### src/inc/flash_cmd_pkg.sv
// constants, types and helpers for the serial flash command/mode block
// assumes a 250 MHz pclk and a host that drives chip select, clock and io pins
// What this block does and what it expects of the host
// wrapped burst read returns address to start of the aligned wrap window
// wrap length and dummy count come from the last set-read-parameters load
// only enter-quad-command-mode switches serial mode to four-wire command mode
// exactly one mode at a time, one decode format only
// power-up starts in serial mode
// host sets quad enable bit before enter-quad-command-mode
// enter-quad-command-mode is ignored while quad enable bit is zero
// mode entry keeps write enable latch, suspend state and wrap length
// exit-quad-command-mode returns four-wire command mode to serial mode
// mode exit keeps write enable latch, suspend state and wrap length
// accepted software reset aborts operations, restores power-on defaults except the quad enable bit
// software reset clears all volatile settings and fields
// enable-reset and reset are accepted in both modes
// reset only directly after enable-reset; other instruction disarms
// reset lasts about 30 us and rejects every instruction meanwhile
// host checks busy and suspend bits before the reset pair
// defaults are wrap length 8 bytes and 2 dummy clocks
// select fields encode 2/4/6/8 dummy clocks and 8/16/32/64 byte wraps
// set-read-parameters is rejected in serial mode
// completed reset leaves quad mode with enable-reset disarmed
package flash_cmd_pkg;

    // --------
    // register map
    // --------
    localparam logic [7:0]  ADDR_CTRL      = 8'h00;
    localparam logic [7:0]  ADDR_STATUS    = 8'h04;
    localparam logic [7:0]  ADDR_PARAM     = 8'h08;
    localparam logic [7:0]  ADDR_MODE      = 8'h0C;
    localparam logic [7:0]  ADDR_RDADDR    = 8'h10;
    localparam int          CTRL_QE_BIT    = 0;
    localparam int          CTRL_WEL_BIT   = 1;
    localparam int          CTRL_SUS_BIT   = 2;
    localparam int          CTRL_VSR_LSB   = 4;
    localparam int          VSR_W          = 4;
    localparam int          STAT_QUAD_BIT  = 0;
    localparam int          STAT_ARM_BIT   = 1;
    localparam int          STAT_BUSY_BIT  = 2;
    localparam int          MODE_CRM_LSB   = 0;
    localparam int          MODE_WRAP_LSB  = 8;
    localparam int          DUMMY_SEL_LSB  = 4;
    localparam int          WRAP_SEL_LSB   = 0;
    localparam logic [7:0]  PARAM_RESET    = 8'h00;
    localparam logic [7:0]  CRM_RESET      = 8'h00;
    localparam logic [2:0]  WRAPBITS_RESET = 3'h0;

    // --------
    // instructions
    // --------
    localparam logic [7:0]  OP_WRAP_READ   = 8'h0C;
    localparam logic [7:0]  OP_SET_PARAM   = 8'hC0;
    localparam logic [7:0]  OP_ENTER_QUAD  = 8'h38;
    localparam logic [7:0]  OP_EXIT_QUAD   = 8'hFF;
    localparam logic [7:0]  OP_RST_ENABLE  = 8'h66;
    localparam logic [7:0]  OP_RESET       = 8'h99;
    localparam logic [2:0]  ADDR_NIBBLES   = 3'h6;

    // --------
    // timing
    // --------
    localparam int          CLK_PERIOD_PS  = 4000;
    localparam int          RST_TIME_NS    = 30000;
    localparam int          RST_CYCLES     = (RST_TIME_NS * 1000) / CLK_PERIOD_PS;

    typedef enum logic [2:0] {
        PH_CMD    = 3'b000,
        PH_ADDR   = 3'b001,
        PH_DUMMY  = 3'b011,
        PH_DATA   = 3'b010,
        PH_HOLD   = 3'b110,
        PH_PARAM  = 3'b100,
        PH_IGNORE = 3'b111
    } phase_t;

    // 00..11 -> 2,4,6,8 dummy clocks
    function automatic logic [3:0] dummy_clocks(input logic [1:0] sel);
        dummy_clocks = {1'b0, sel, 1'b0} + 4'h2;
    endfunction

    // increment inside the 8/16/32/64 byte window selected by sel
    function automatic logic [23:0] wrap_next(input logic [23:0] a, input logic [1:0] sel);
        logic [23:0] mask;
        mask = (24'h00_0008 << sel) - 24'h00_0001;
        wrap_next = (a & ~mask) | ((a + 24'h00_0001) & mask);
    endfunction

endpackage

### src/hdl/flash_mode_ctrl.sv
// serial flash command front end: mode switch, wrapped read, software reset
// assumes pins are asynchronous to pclk and sclk is slow (>= 6 pclk per phase)
//
// The implementer's own choices: the register addresses and the APB register port.
`timescale 1ns/1ps
`default_nettype none
module flash_mode_ctrl #(
    parameter int RST_COUNT = flash_cmd_pkg::RST_CYCLES
) (
    input  wire logic        pclk,
    input  wire logic        presetn,
    input  wire logic [7:0]  paddr,
    input  wire logic        psel,
    input  wire logic        penable,
    input  wire logic        pwrite,
    input  wire logic [31:0] pwdata,
    output logic      [31:0] prdata,
    output logic             pready,
    output logic             pslverr,
    input  wire logic        cs_n_pin,
    input  wire logic        sclk_pin,
    input  wire logic [3:0]  io_in,
    output logic      [3:0]  io_out,
    output logic      [3:0]  io_oe,
    output logic      [23:0] array_addr,
    input  wire logic [7:0]  array_data,
    output logic             quad_mode,
    output logic             reset_busy
);
    import flash_cmd_pkg::*;

    // --------
    // pin synchronisation and edge detection
    // --------
    logic [5:0]  pins_s;
    logic        cs_n_s;
    logic        sclk_s;
    logic [3:0]  io_s;
    logic        sclk_prev_reg;
    logic        sclk_rise;
    logic        sclk_fall;

    pin_sync #(
        .W (6)
    ) u_sync (
        .clk   (pclk),
        .rst_n (presetn),
        .d     ({cs_n_pin, sclk_pin, io_in}),
        .q     (pins_s)
    );

    assign cs_n_s = pins_s[5];
    assign sclk_s = pins_s[4];
    assign io_s   = pins_s[3:0];

    always_ff @(posedge pclk or negedge presetn) begin
        if (!presetn) begin
            sclk_prev_reg <= 1'b0;
        end else begin
            sclk_prev_reg <= sclk_s;
        end
    end

    // edges only count while selected; a stray edge outside a frame is dropped
    assign sclk_rise = !cs_n_s && sclk_s && !sclk_prev_reg;
    assign sclk_fall = !cs_n_s && !sclk_s && sclk_prev_reg;

    // --------
    // state declarations
    // --------
    phase_t      phase_reg;
    logic [7:0]  shift_reg;
    logic [2:0]  bit_cnt_reg;
    logic [2:0]  cnt_reg;
    logic [7:0]  opcode_reg;
    logic [19:0] addr_sh_reg;
    logic        nib_hi_reg;
    logic        armed_reg;
    logic        quad_en_reg;
    logic        wel_reg;
    logic        sus_reg;
    logic [3:0]  vsr_reg;
    logic [7:0]  param_reg;
    logic [7:0]  crm_reg;
    logic [2:0]  wrapbits_reg;
    logic        cs_prev_reg;
    logic        rst_start_reg;
    logic [7:0]  byte_next;
    logic        last_unit;
    logic        byte_done;
    logic        cs_rise;
    logic        exec;
    logic [3:0]  dummy_n;

    reset_timer #(
        .CYCLES (RST_COUNT)
    ) u_rst (
        .clk   (pclk),
        .rst_n (presetn),
        .start (rst_start_reg),
        .busy  (reset_busy)
    );

    // --------
    // instruction byte assembly
    // --------
    // one format at a time: serial shifts io0, quad shifts all four lines
    assign byte_next = quad_mode ? {shift_reg[3:0], io_s} : {shift_reg[6:0], io_s[0]};
    assign last_unit = quad_mode ? (bit_cnt_reg == 3'h1) : (bit_cnt_reg == 3'h7);
    assign byte_done = sclk_rise && last_unit && !reset_busy;
    assign cs_rise   = cs_n_s && !cs_prev_reg;
    assign exec      = cs_rise && (phase_reg == PH_HOLD) && !reset_busy;
    assign dummy_n   = dummy_clocks(param_reg[DUMMY_SEL_LSB +: 2]);

    always_ff @(posedge pclk or negedge presetn) begin
        if (!presetn) begin
            cs_prev_reg <= 1'b1;
        end else begin
            cs_prev_reg <= cs_n_s;
        end
    end

    always_ff @(posedge pclk or negedge presetn) begin
        if (!presetn) begin
            shift_reg   <= 8'h00;
            bit_cnt_reg <= 3'h0;
        end else if (cs_n_s) begin
            bit_cnt_reg <= 3'h0;
        end else if (sclk_rise) begin
            shift_reg   <= byte_next;
            bit_cnt_reg <= last_unit ? 3'h0 : bit_cnt_reg + 3'h1;
        end
    end

    // --------
    // phase sequencing
    // --------
    always_ff @(posedge pclk or negedge presetn) begin
        if (!presetn) begin
            phase_reg  <= PH_CMD;
            opcode_reg <= 8'h00;
            cnt_reg    <= 3'h0;
        end else if (reset_busy || rst_start_reg) begin
            phase_reg <= PH_IGNORE; // see R11
        end else if (cs_n_s) begin
            phase_reg <= PH_CMD;
            cnt_reg   <= 3'h0;
        end else begin
            unique case (phase_reg)
                PH_CMD: begin
                    if (byte_done) begin
                        opcode_reg <= byte_next;
                        cnt_reg    <= 3'h0;
                        unique case (byte_next)
                            OP_WRAP_READ:  phase_reg <= quad_mode ? PH_ADDR : PH_IGNORE;
                            OP_SET_PARAM:  phase_reg <= quad_mode ? PH_PARAM : PH_IGNORE;
                            OP_ENTER_QUAD: phase_reg <= quad_mode ? PH_IGNORE : PH_HOLD;
                            OP_EXIT_QUAD:  phase_reg <= quad_mode ? PH_HOLD : PH_IGNORE;
                            OP_RST_ENABLE: phase_reg <= PH_HOLD;
                            OP_RESET:      phase_reg <= PH_HOLD;
                            default:       phase_reg <= PH_IGNORE;
                        endcase
                    end
                end
                PH_PARAM: begin
                    if (byte_done) begin
                        phase_reg <= PH_HOLD;
                    end
                end
                PH_HOLD: begin
                    // clocks beyond the last byte void the instruction
                    if (sclk_rise) begin
                        phase_reg <= PH_IGNORE;
                    end
                end
                PH_ADDR: begin
                    if (sclk_rise) begin
                        if (cnt_reg == ADDR_NIBBLES - 3'h1) begin
                            phase_reg <= PH_DUMMY;
                            cnt_reg   <= 3'h0;
                        end else begin
                            cnt_reg <= cnt_reg + 3'h1;
                        end
                    end
                end
                PH_DUMMY: begin
                    if (sclk_rise) begin
                        if ({1'b0, cnt_reg} == dummy_n - 4'h1) begin
                            phase_reg <= PH_DATA;
                        end else begin
                            cnt_reg <= cnt_reg + 3'h1;
                        end
                    end
                end
                PH_DATA: phase_reg <= PH_DATA;
                PH_IGNORE: phase_reg <= PH_IGNORE;
                default: phase_reg <= PH_IGNORE;
            endcase
        end
    end

    // --------
    // mode, reset arming and reset start
    // --------
    always_ff @(posedge pclk or negedge presetn) begin
        if (!presetn) begin
            quad_mode     <= 1'b0;
            armed_reg     <= 1'b0;
            rst_start_reg <= 1'b0;
        end else begin
            rst_start_reg <= 1'b0;
            if (rst_start_reg) begin
                quad_mode <= 1'b0;
                armed_reg <= 1'b0;
            end else if (byte_done && phase_reg == PH_CMD &&
                         byte_next != OP_RESET && byte_next != OP_RST_ENABLE) begin
                armed_reg <= 1'b0;
            end else if (exec) begin
                unique case (opcode_reg)
                    OP_ENTER_QUAD: begin
                        if (quad_en_reg) begin
                            quad_mode <= 1'b1; // see R3
                        end
                        armed_reg <= 1'b0;
                    end
                    OP_EXIT_QUAD: begin
                        quad_mode <= 1'b0;
                        armed_reg <= 1'b0;
                    end
                    OP_RST_ENABLE: armed_reg <= 1'b1;
                    OP_RESET: begin
                        rst_start_reg <= armed_reg;
                        armed_reg     <= 1'b0;
                    end
                    default: armed_reg <= 1'b0;
                endcase
            end
        end
    end

    // --------
    // volatile settings: mode switches never touch these
    // --------
    logic        apb_wr;
    logic        apb_setup;

    assign apb_setup = psel && !penable;
    assign apb_wr    = psel && penable && pwrite && pready;

    always_ff @(posedge pclk or negedge presetn) begin
        if (!presetn) begin
            param_reg <= PARAM_RESET;
        end else if (rst_start_reg) begin
            param_reg <= PARAM_RESET; // see R12
        end else if (exec && opcode_reg == OP_SET_PARAM) begin
            param_reg <= shift_reg;
        end
    end

    always_ff @(posedge pclk or negedge presetn) begin
        if (!presetn) begin
            wel_reg      <= 1'b0;
            sus_reg      <= 1'b0;
            vsr_reg      <= 4'h0;
            crm_reg      <= CRM_RESET;
            wrapbits_reg <= WRAPBITS_RESET;
        end else if (rst_start_reg) begin
            wel_reg      <= 1'b0;
            sus_reg      <= 1'b0;
            vsr_reg      <= 4'h0;
            crm_reg      <= CRM_RESET;
            wrapbits_reg <= WRAPBITS_RESET;
        end else if (apb_wr) begin
            // held across quad entry and exit on purpose
            if (paddr == ADDR_CTRL) begin
                wel_reg <= pwdata[CTRL_WEL_BIT]; // see R8
                sus_reg <= pwdata[CTRL_SUS_BIT];
                vsr_reg <= pwdata[CTRL_VSR_LSB +: VSR_W];
            end
            if (paddr == ADDR_MODE) begin
                crm_reg      <= pwdata[MODE_CRM_LSB +: 8];
                wrapbits_reg <= pwdata[MODE_WRAP_LSB +: 3];
            end
        end
    end

    // quad enable lives in non-volatile status, so software reset leaves it alone
    always_ff @(posedge pclk or negedge presetn) begin
        if (!presetn) begin
            quad_en_reg <= 1'b0;
        end else if (apb_wr && paddr == ADDR_CTRL) begin
            quad_en_reg <= pwdata[CTRL_QE_BIT];
        end
    end

    // --------
    // wrapped read address and data out
    // --------
    always_ff @(posedge pclk or negedge presetn) begin
        if (!presetn) begin
            addr_sh_reg <= 20'h0_0000;
            array_addr  <= 24'h00_0000;
        end else if (phase_reg == PH_ADDR && sclk_rise) begin
            addr_sh_reg <= {addr_sh_reg[15:0], io_s};
            if (cnt_reg == ADDR_NIBBLES - 3'h1) begin
                array_addr <= {addr_sh_reg, io_s};
            end
        end else if (phase_reg == PH_DATA && sclk_fall && !nib_hi_reg) begin
            array_addr <= wrap_next(array_addr, param_reg[WRAP_SEL_LSB +: 2]); // see R1
        end
    end

    // array_data follows array_addr well before the next falling edge
    always_ff @(posedge pclk or negedge presetn) begin
        if (!presetn) begin
            io_out     <= 4'h0;
            io_oe      <= 4'h0;
            nib_hi_reg <= 1'b1;
        end else if (phase_reg != PH_DATA || reset_busy) begin
            io_oe      <= 4'h0;
            nib_hi_reg <= 1'b1;
        end else if (sclk_fall) begin
            io_out     <= nib_hi_reg ? array_data[7:4] : array_data[3:0];
            io_oe      <= 4'hF;
            nib_hi_reg <= !nib_hi_reg;
        end
    end

    // --------
    // apb slave, zero wait states
    // --------
    always_ff @(posedge pclk or negedge presetn) begin
        if (!presetn) begin
            pready  <= 1'b0;
            prdata  <= 32'h0000_0000;
            pslverr <= 1'b0;
        end else begin
            pready <= 1'b1;
            if (apb_setup) begin
                prdata  <= 32'h0000_0000;
                pslverr <= 1'b0;
                unique case (paddr)
                    ADDR_CTRL: begin
                        prdata[CTRL_QE_BIT]             <= quad_en_reg;
                        prdata[CTRL_WEL_BIT]            <= wel_reg;
                        prdata[CTRL_SUS_BIT]            <= sus_reg;
                        prdata[CTRL_VSR_LSB +: VSR_W]   <= vsr_reg;
                    end
                    ADDR_STATUS: begin
                        prdata[STAT_QUAD_BIT] <= quad_mode;
                        prdata[STAT_ARM_BIT]  <= armed_reg;
                        prdata[STAT_BUSY_BIT] <= reset_busy;
                    end
                    ADDR_PARAM:  prdata[7:0] <= param_reg;
                    ADDR_MODE: begin
                        prdata[MODE_CRM_LSB +: 8]  <= crm_reg;
                        prdata[MODE_WRAP_LSB +: 3] <= wrapbits_reg;
                    end
                    ADDR_RDADDR: prdata[23:0] <= array_addr;
                    default:     pslverr <= 1'b1;
                endcase
            end
        end
    end
endmodule
`default_nettype wire

### src/hdl/pin_sync.sv
// two-flop synchroniser for a group of pin inputs
// assumes each bit is independent; multi-bit coherence is not provided
`timescale 1ns/1ps
`default_nettype none
module pin_sync #(
    parameter int W = 1
) (
    input  wire logic         clk,
    input  wire logic         rst_n,
    input  wire logic [W-1:0] d,
    output logic      [W-1:0] q
);
    logic [W-1:0] meta_reg;

    always_ff @(posedge clk or negedge rst_n) begin
        if (!rst_n) begin
            meta_reg <= '0;
            q        <= '0;
        end else begin
            meta_reg <= d;
            q        <= meta_reg;
        end
    end
endmodule
`default_nettype wire

### src/hdl/reset_timer.sv
// recovery timer started by an accepted software reset
// assumes start is a one-cycle pulse on the same clock
`timescale 1ns/1ps
`default_nettype none
module reset_timer #(
    parameter int CYCLES = 7500
) (
    input  wire logic clk,
    input  wire logic rst_n,
    input  wire logic start,
    output logic      busy
);
    localparam int W = $clog2(CYCLES + 1);
    logic [W-1:0] count_reg;

    always_ff @(posedge clk or negedge rst_n) begin
        if (!rst_n) begin
            busy      <= 1'b0;
            count_reg <= '0;
        end else if (start) begin
            busy      <= 1'b1;
            count_reg <= W'(CYCLES - 1);
        end else if (busy) begin
            if (count_reg == '0) begin
                busy <= 1'b0;
            end else begin
                count_reg <= count_reg - 1'b1;
            end
        end
    end
endmodule
`default_nettype wire

### config.mk
export PLATFORM = sky130hd
export DESIGN_NAME = flash_mode_ctrl
export DESIGN_NICKNAME = d
export VERILOG_FILES = /design/src/inc/flash_cmd_pkg.sv /design/src/hdl/flash_mode_ctrl.sv /design/src/hdl/pin_sync.sv /design/src/hdl/reset_timer.sv
export SDC_FILE = /design/constraint.sdc
export NUM_CORES = 1
export LEC_CHECK = 0
export ABC_AREA = 1
export BUFFER_PORTS_ARGS = -buffer_cell sky130_fd_sc_hd__buf_2
export CAP_MARGIN = 10
export CELL_PAD_IN_SITES_DETAIL_PLACEMENT = 0
export CELL_PAD_IN_SITES_GLOBAL_PLACEMENT = 1
export CORE_MARGIN = 2
export CORE_UTILIZATION = 30
export DETAILED_ROUTE_END_ITERATION = 16
export GPL_ROUTABILITY_DRIVEN = 0
export PLACE_DENSITY_LB_ADDON = 0.1
export SYNTH_ARGS = -nofsm -noshare
export SYNTH_HDL_FRONTEND = slang
export SYNTH_SLANG_ARGS = --single-unit
### constraint.sdc
create_clock -name pclk -period 2.1 [get_ports pclk]
set_clock_uncertainty 0.2 [all_clocks]
set_input_delay 0.21 -clock pclk [delete_from_list [all_inputs] [get_ports pclk]]
set_output_delay 0.21 -clock pclk [all_outputs]
set_load 0.005 [all_outputs]
==> metrics.cfg <==
[finish]
ff_latch_area_um2=3960
utilization_pct=38.6
drive_above_1_share_pct=21.1
final_common_cell=nand2_1
instances_no_fill=1521
nNetsFinal=1238
fillerInstances=2766
final_cell_mix=nand2_1, dfrtp_1, o21ai_0
area_growth_pct=26.6
multi_input_area_um2=3380
antenna_cells=0
finish.instance_area_um2=10100

[clocking]
cts_tree=built
clk_path_buf_depth=2
root_buffer=clkbuf_16
numCtsBuffers=17
h-tree-depth=4
numClockSinks=158
clk_pin_slew_ns=0.08
clock_latency_ns=0.43

[critical_path]
arrival_ns=2.07
cp.required_ns=2.26
cp-end-kind=register
start_kind=register
worst-setup-path-type=register to register
cp_max_fo=10

[power_and_ir_drop]
p_leak_nw=5.04
power_mw=7.73
peakVddDrop_uv=497
power.density_nw_per_um2=768

[job]
cap_viol_max_count=0

[drt]
firstDrtPassIters=5
drt_iter0_drc=421
drc=0
wl_per_cell_um=15.2
routed_wl_mm=23.2
viasPerCell=4.51
vias=6859
ant_nets=0

[floorplan]
die_y_um=167
die_area_um2=27800
die_width_um=167
io_pins=127
rows=59
coreArea_um2=26100
initial_core_util_pct=30.5

[grt]
first_global_vias=6823
grt_max_degree=75
track_usage_pct=17.2
grt_overflow=0
antenna_found_initial=0
grt_pass1_wl_mm=37.6

[timing]
layout_min_cycle_time_ns=1.92
slew-limit-headroom_pct=40.7
grt_setup_unrepaired=no
final-max-slew-violation-count=0
hold_viol_final=0
whs_ns=0.0395
worst-slew-pin-transition_ns=0.886
fmax_mhz=522
setup_viol=0
min_period_over_period_pct=91.3
finalSetupTns_ns=0
layout_setup_ws_ns=0.183

[synth]
yosysWarnings=0
yosysSeqAreaShare_pct=49.8
async_reset_ff_share_pct=100
yosys.area.top_type_share_pct=49.1
syn-cell-area_um2=7950
netlist_top_cells_area=dfrtp_1, nand2_1, o21ai_0
synthFlopType=dfrtp_1
yosysTopAreaCell=dfrtp_1
synthCells=1002
avgSynthCellArea_um2=7.93
synth_seq_cells=158
ys_types=42
synth-edff-count=0

[run_status]
outcome=finished clean

[placement]
placed_area_um2=9070
placed_cells=1455
portBuffers=97
place_hpwl_mm=17.1
dp_worst_setup_slack_ns=0.0891

[hold_path]
worstHoldPathType=input pin to register

==> critical path, cell delays in order (launching register included) <==
cell and delay [ns]:
dfrtp_1 0.41, inv_1 0.07, ha_1 0.17, nand2_1 0.08, nor2_1 0.14, nand2_1 0.11, o21ai_2 0.15, nand2_2 0.09
buf_4 0.18, nand3_1 0.10, a21oi_1 0.06, o21ai_0 0.07
==> cell families (layout without fill, tap and decap cells) <==
family          count (synthesis)  after routing  synth area share [%]
simple gates                  486            486                  26.3
compound gates                186            186                  12.9
flops                         158            158                  49.8
buf+inv                       150            327                  8.47
xor+xnor                       14             14                  1.54
fa+ha+maj                       6              6                 0.944
other cells                     2              9                0.0945
==> final timing paths <==
kind | from | endpoint | slack, ns | depth (start not counted)
max in group asynchronous | presetn | phase_reg[2]$_DFFE_PN0P_ | 0.26 | 3
worst min register to register | u_sync.meta_reg[3]$_DFF_PN0_ | u_sync.q[3]$_DFF_PN0_ | 0.15 | 0
worst max-delay path | u_rst.count_reg[1]$_DFFE_PN0P_ | u_rst.count_reg[11]$_DFFE_PN0P_ | 0.18 | 11
min in group asynchronous | presetn | bit_cnt_reg[2]$_DFFE_PN0P_ | 0.13 | 3
worst max register to register | u_rst.count_reg[1]$_DFFE_PN0P_ | u_rst.count_reg[11]$_DFFE_PN0P_ | 0.18 | 11
worst min-delay path | paddr[3] | prdata[9]$_DFFE_PN0P_ | 0.04 | 5
==> report_power, final <==
part           leakage, nW  internal [mW]  total, mW  switching (mW)
logic                 2.64          0.443       1.13           0.685
registers             2.11           3.23       3.37           0.144
clock network        0.291           1.80       3.23            1.43
total                 5.04           5.47       7.73            2.25
==> area by class of cell <==
cell class,instances,share of cell area (%)
flip-flops and latches,158,39.3
multi-input cells,701,33.6
repair buffers,181,12.4
inverters,114,4.46
clock buffers,18,4.27
well taps,335,4.17
clock inverters,14,1.68
==> Yosys cell counts, types with 4 or more instances <==
library cell / instances
a21oi_1: 33
nand2_1: 294
o21ai_1: 4
buf_4: 12
nor3_1: 16
nand2_2: 8
nor2_1: 92
buf_6: 6
nor4_1: 7
dfrtp_1: 156
xor2_1: 12
inv_1: 106
inv_2: 6
o21ai_0: 110
nand4_1: 12
o22ai_1: 7
a31oi_1: 10
clkbuf_1: 12
nand3_1: 38
buf_2: 6
o21ai_2: 13
nor2_2: 5
ha_1: 6
==> metal layers <==
layer / wire, um / share of wire [%] / track usage, % / vias to the layer above
li1: - / - / - / 3550
met1: 12100 / 52 / 25.5 / 3185
met2: 10200 / 44 / 26.2 / 112
met3: 678 / 2.9 / 2.66 / 12
met4: 189 / 0.82 / 3.94 / 0
met5: 0 / 0 / 0 / -
==> what timing repair did <==
item                       CTS  global route
setup endpoints to repair    0            18
buffers inserted             0             6
hold buffers                27             0
hold endpoints to repair   184             0
gates resized for setup      0            20
No activity file was read; power rests on OpenSTA's default activity.
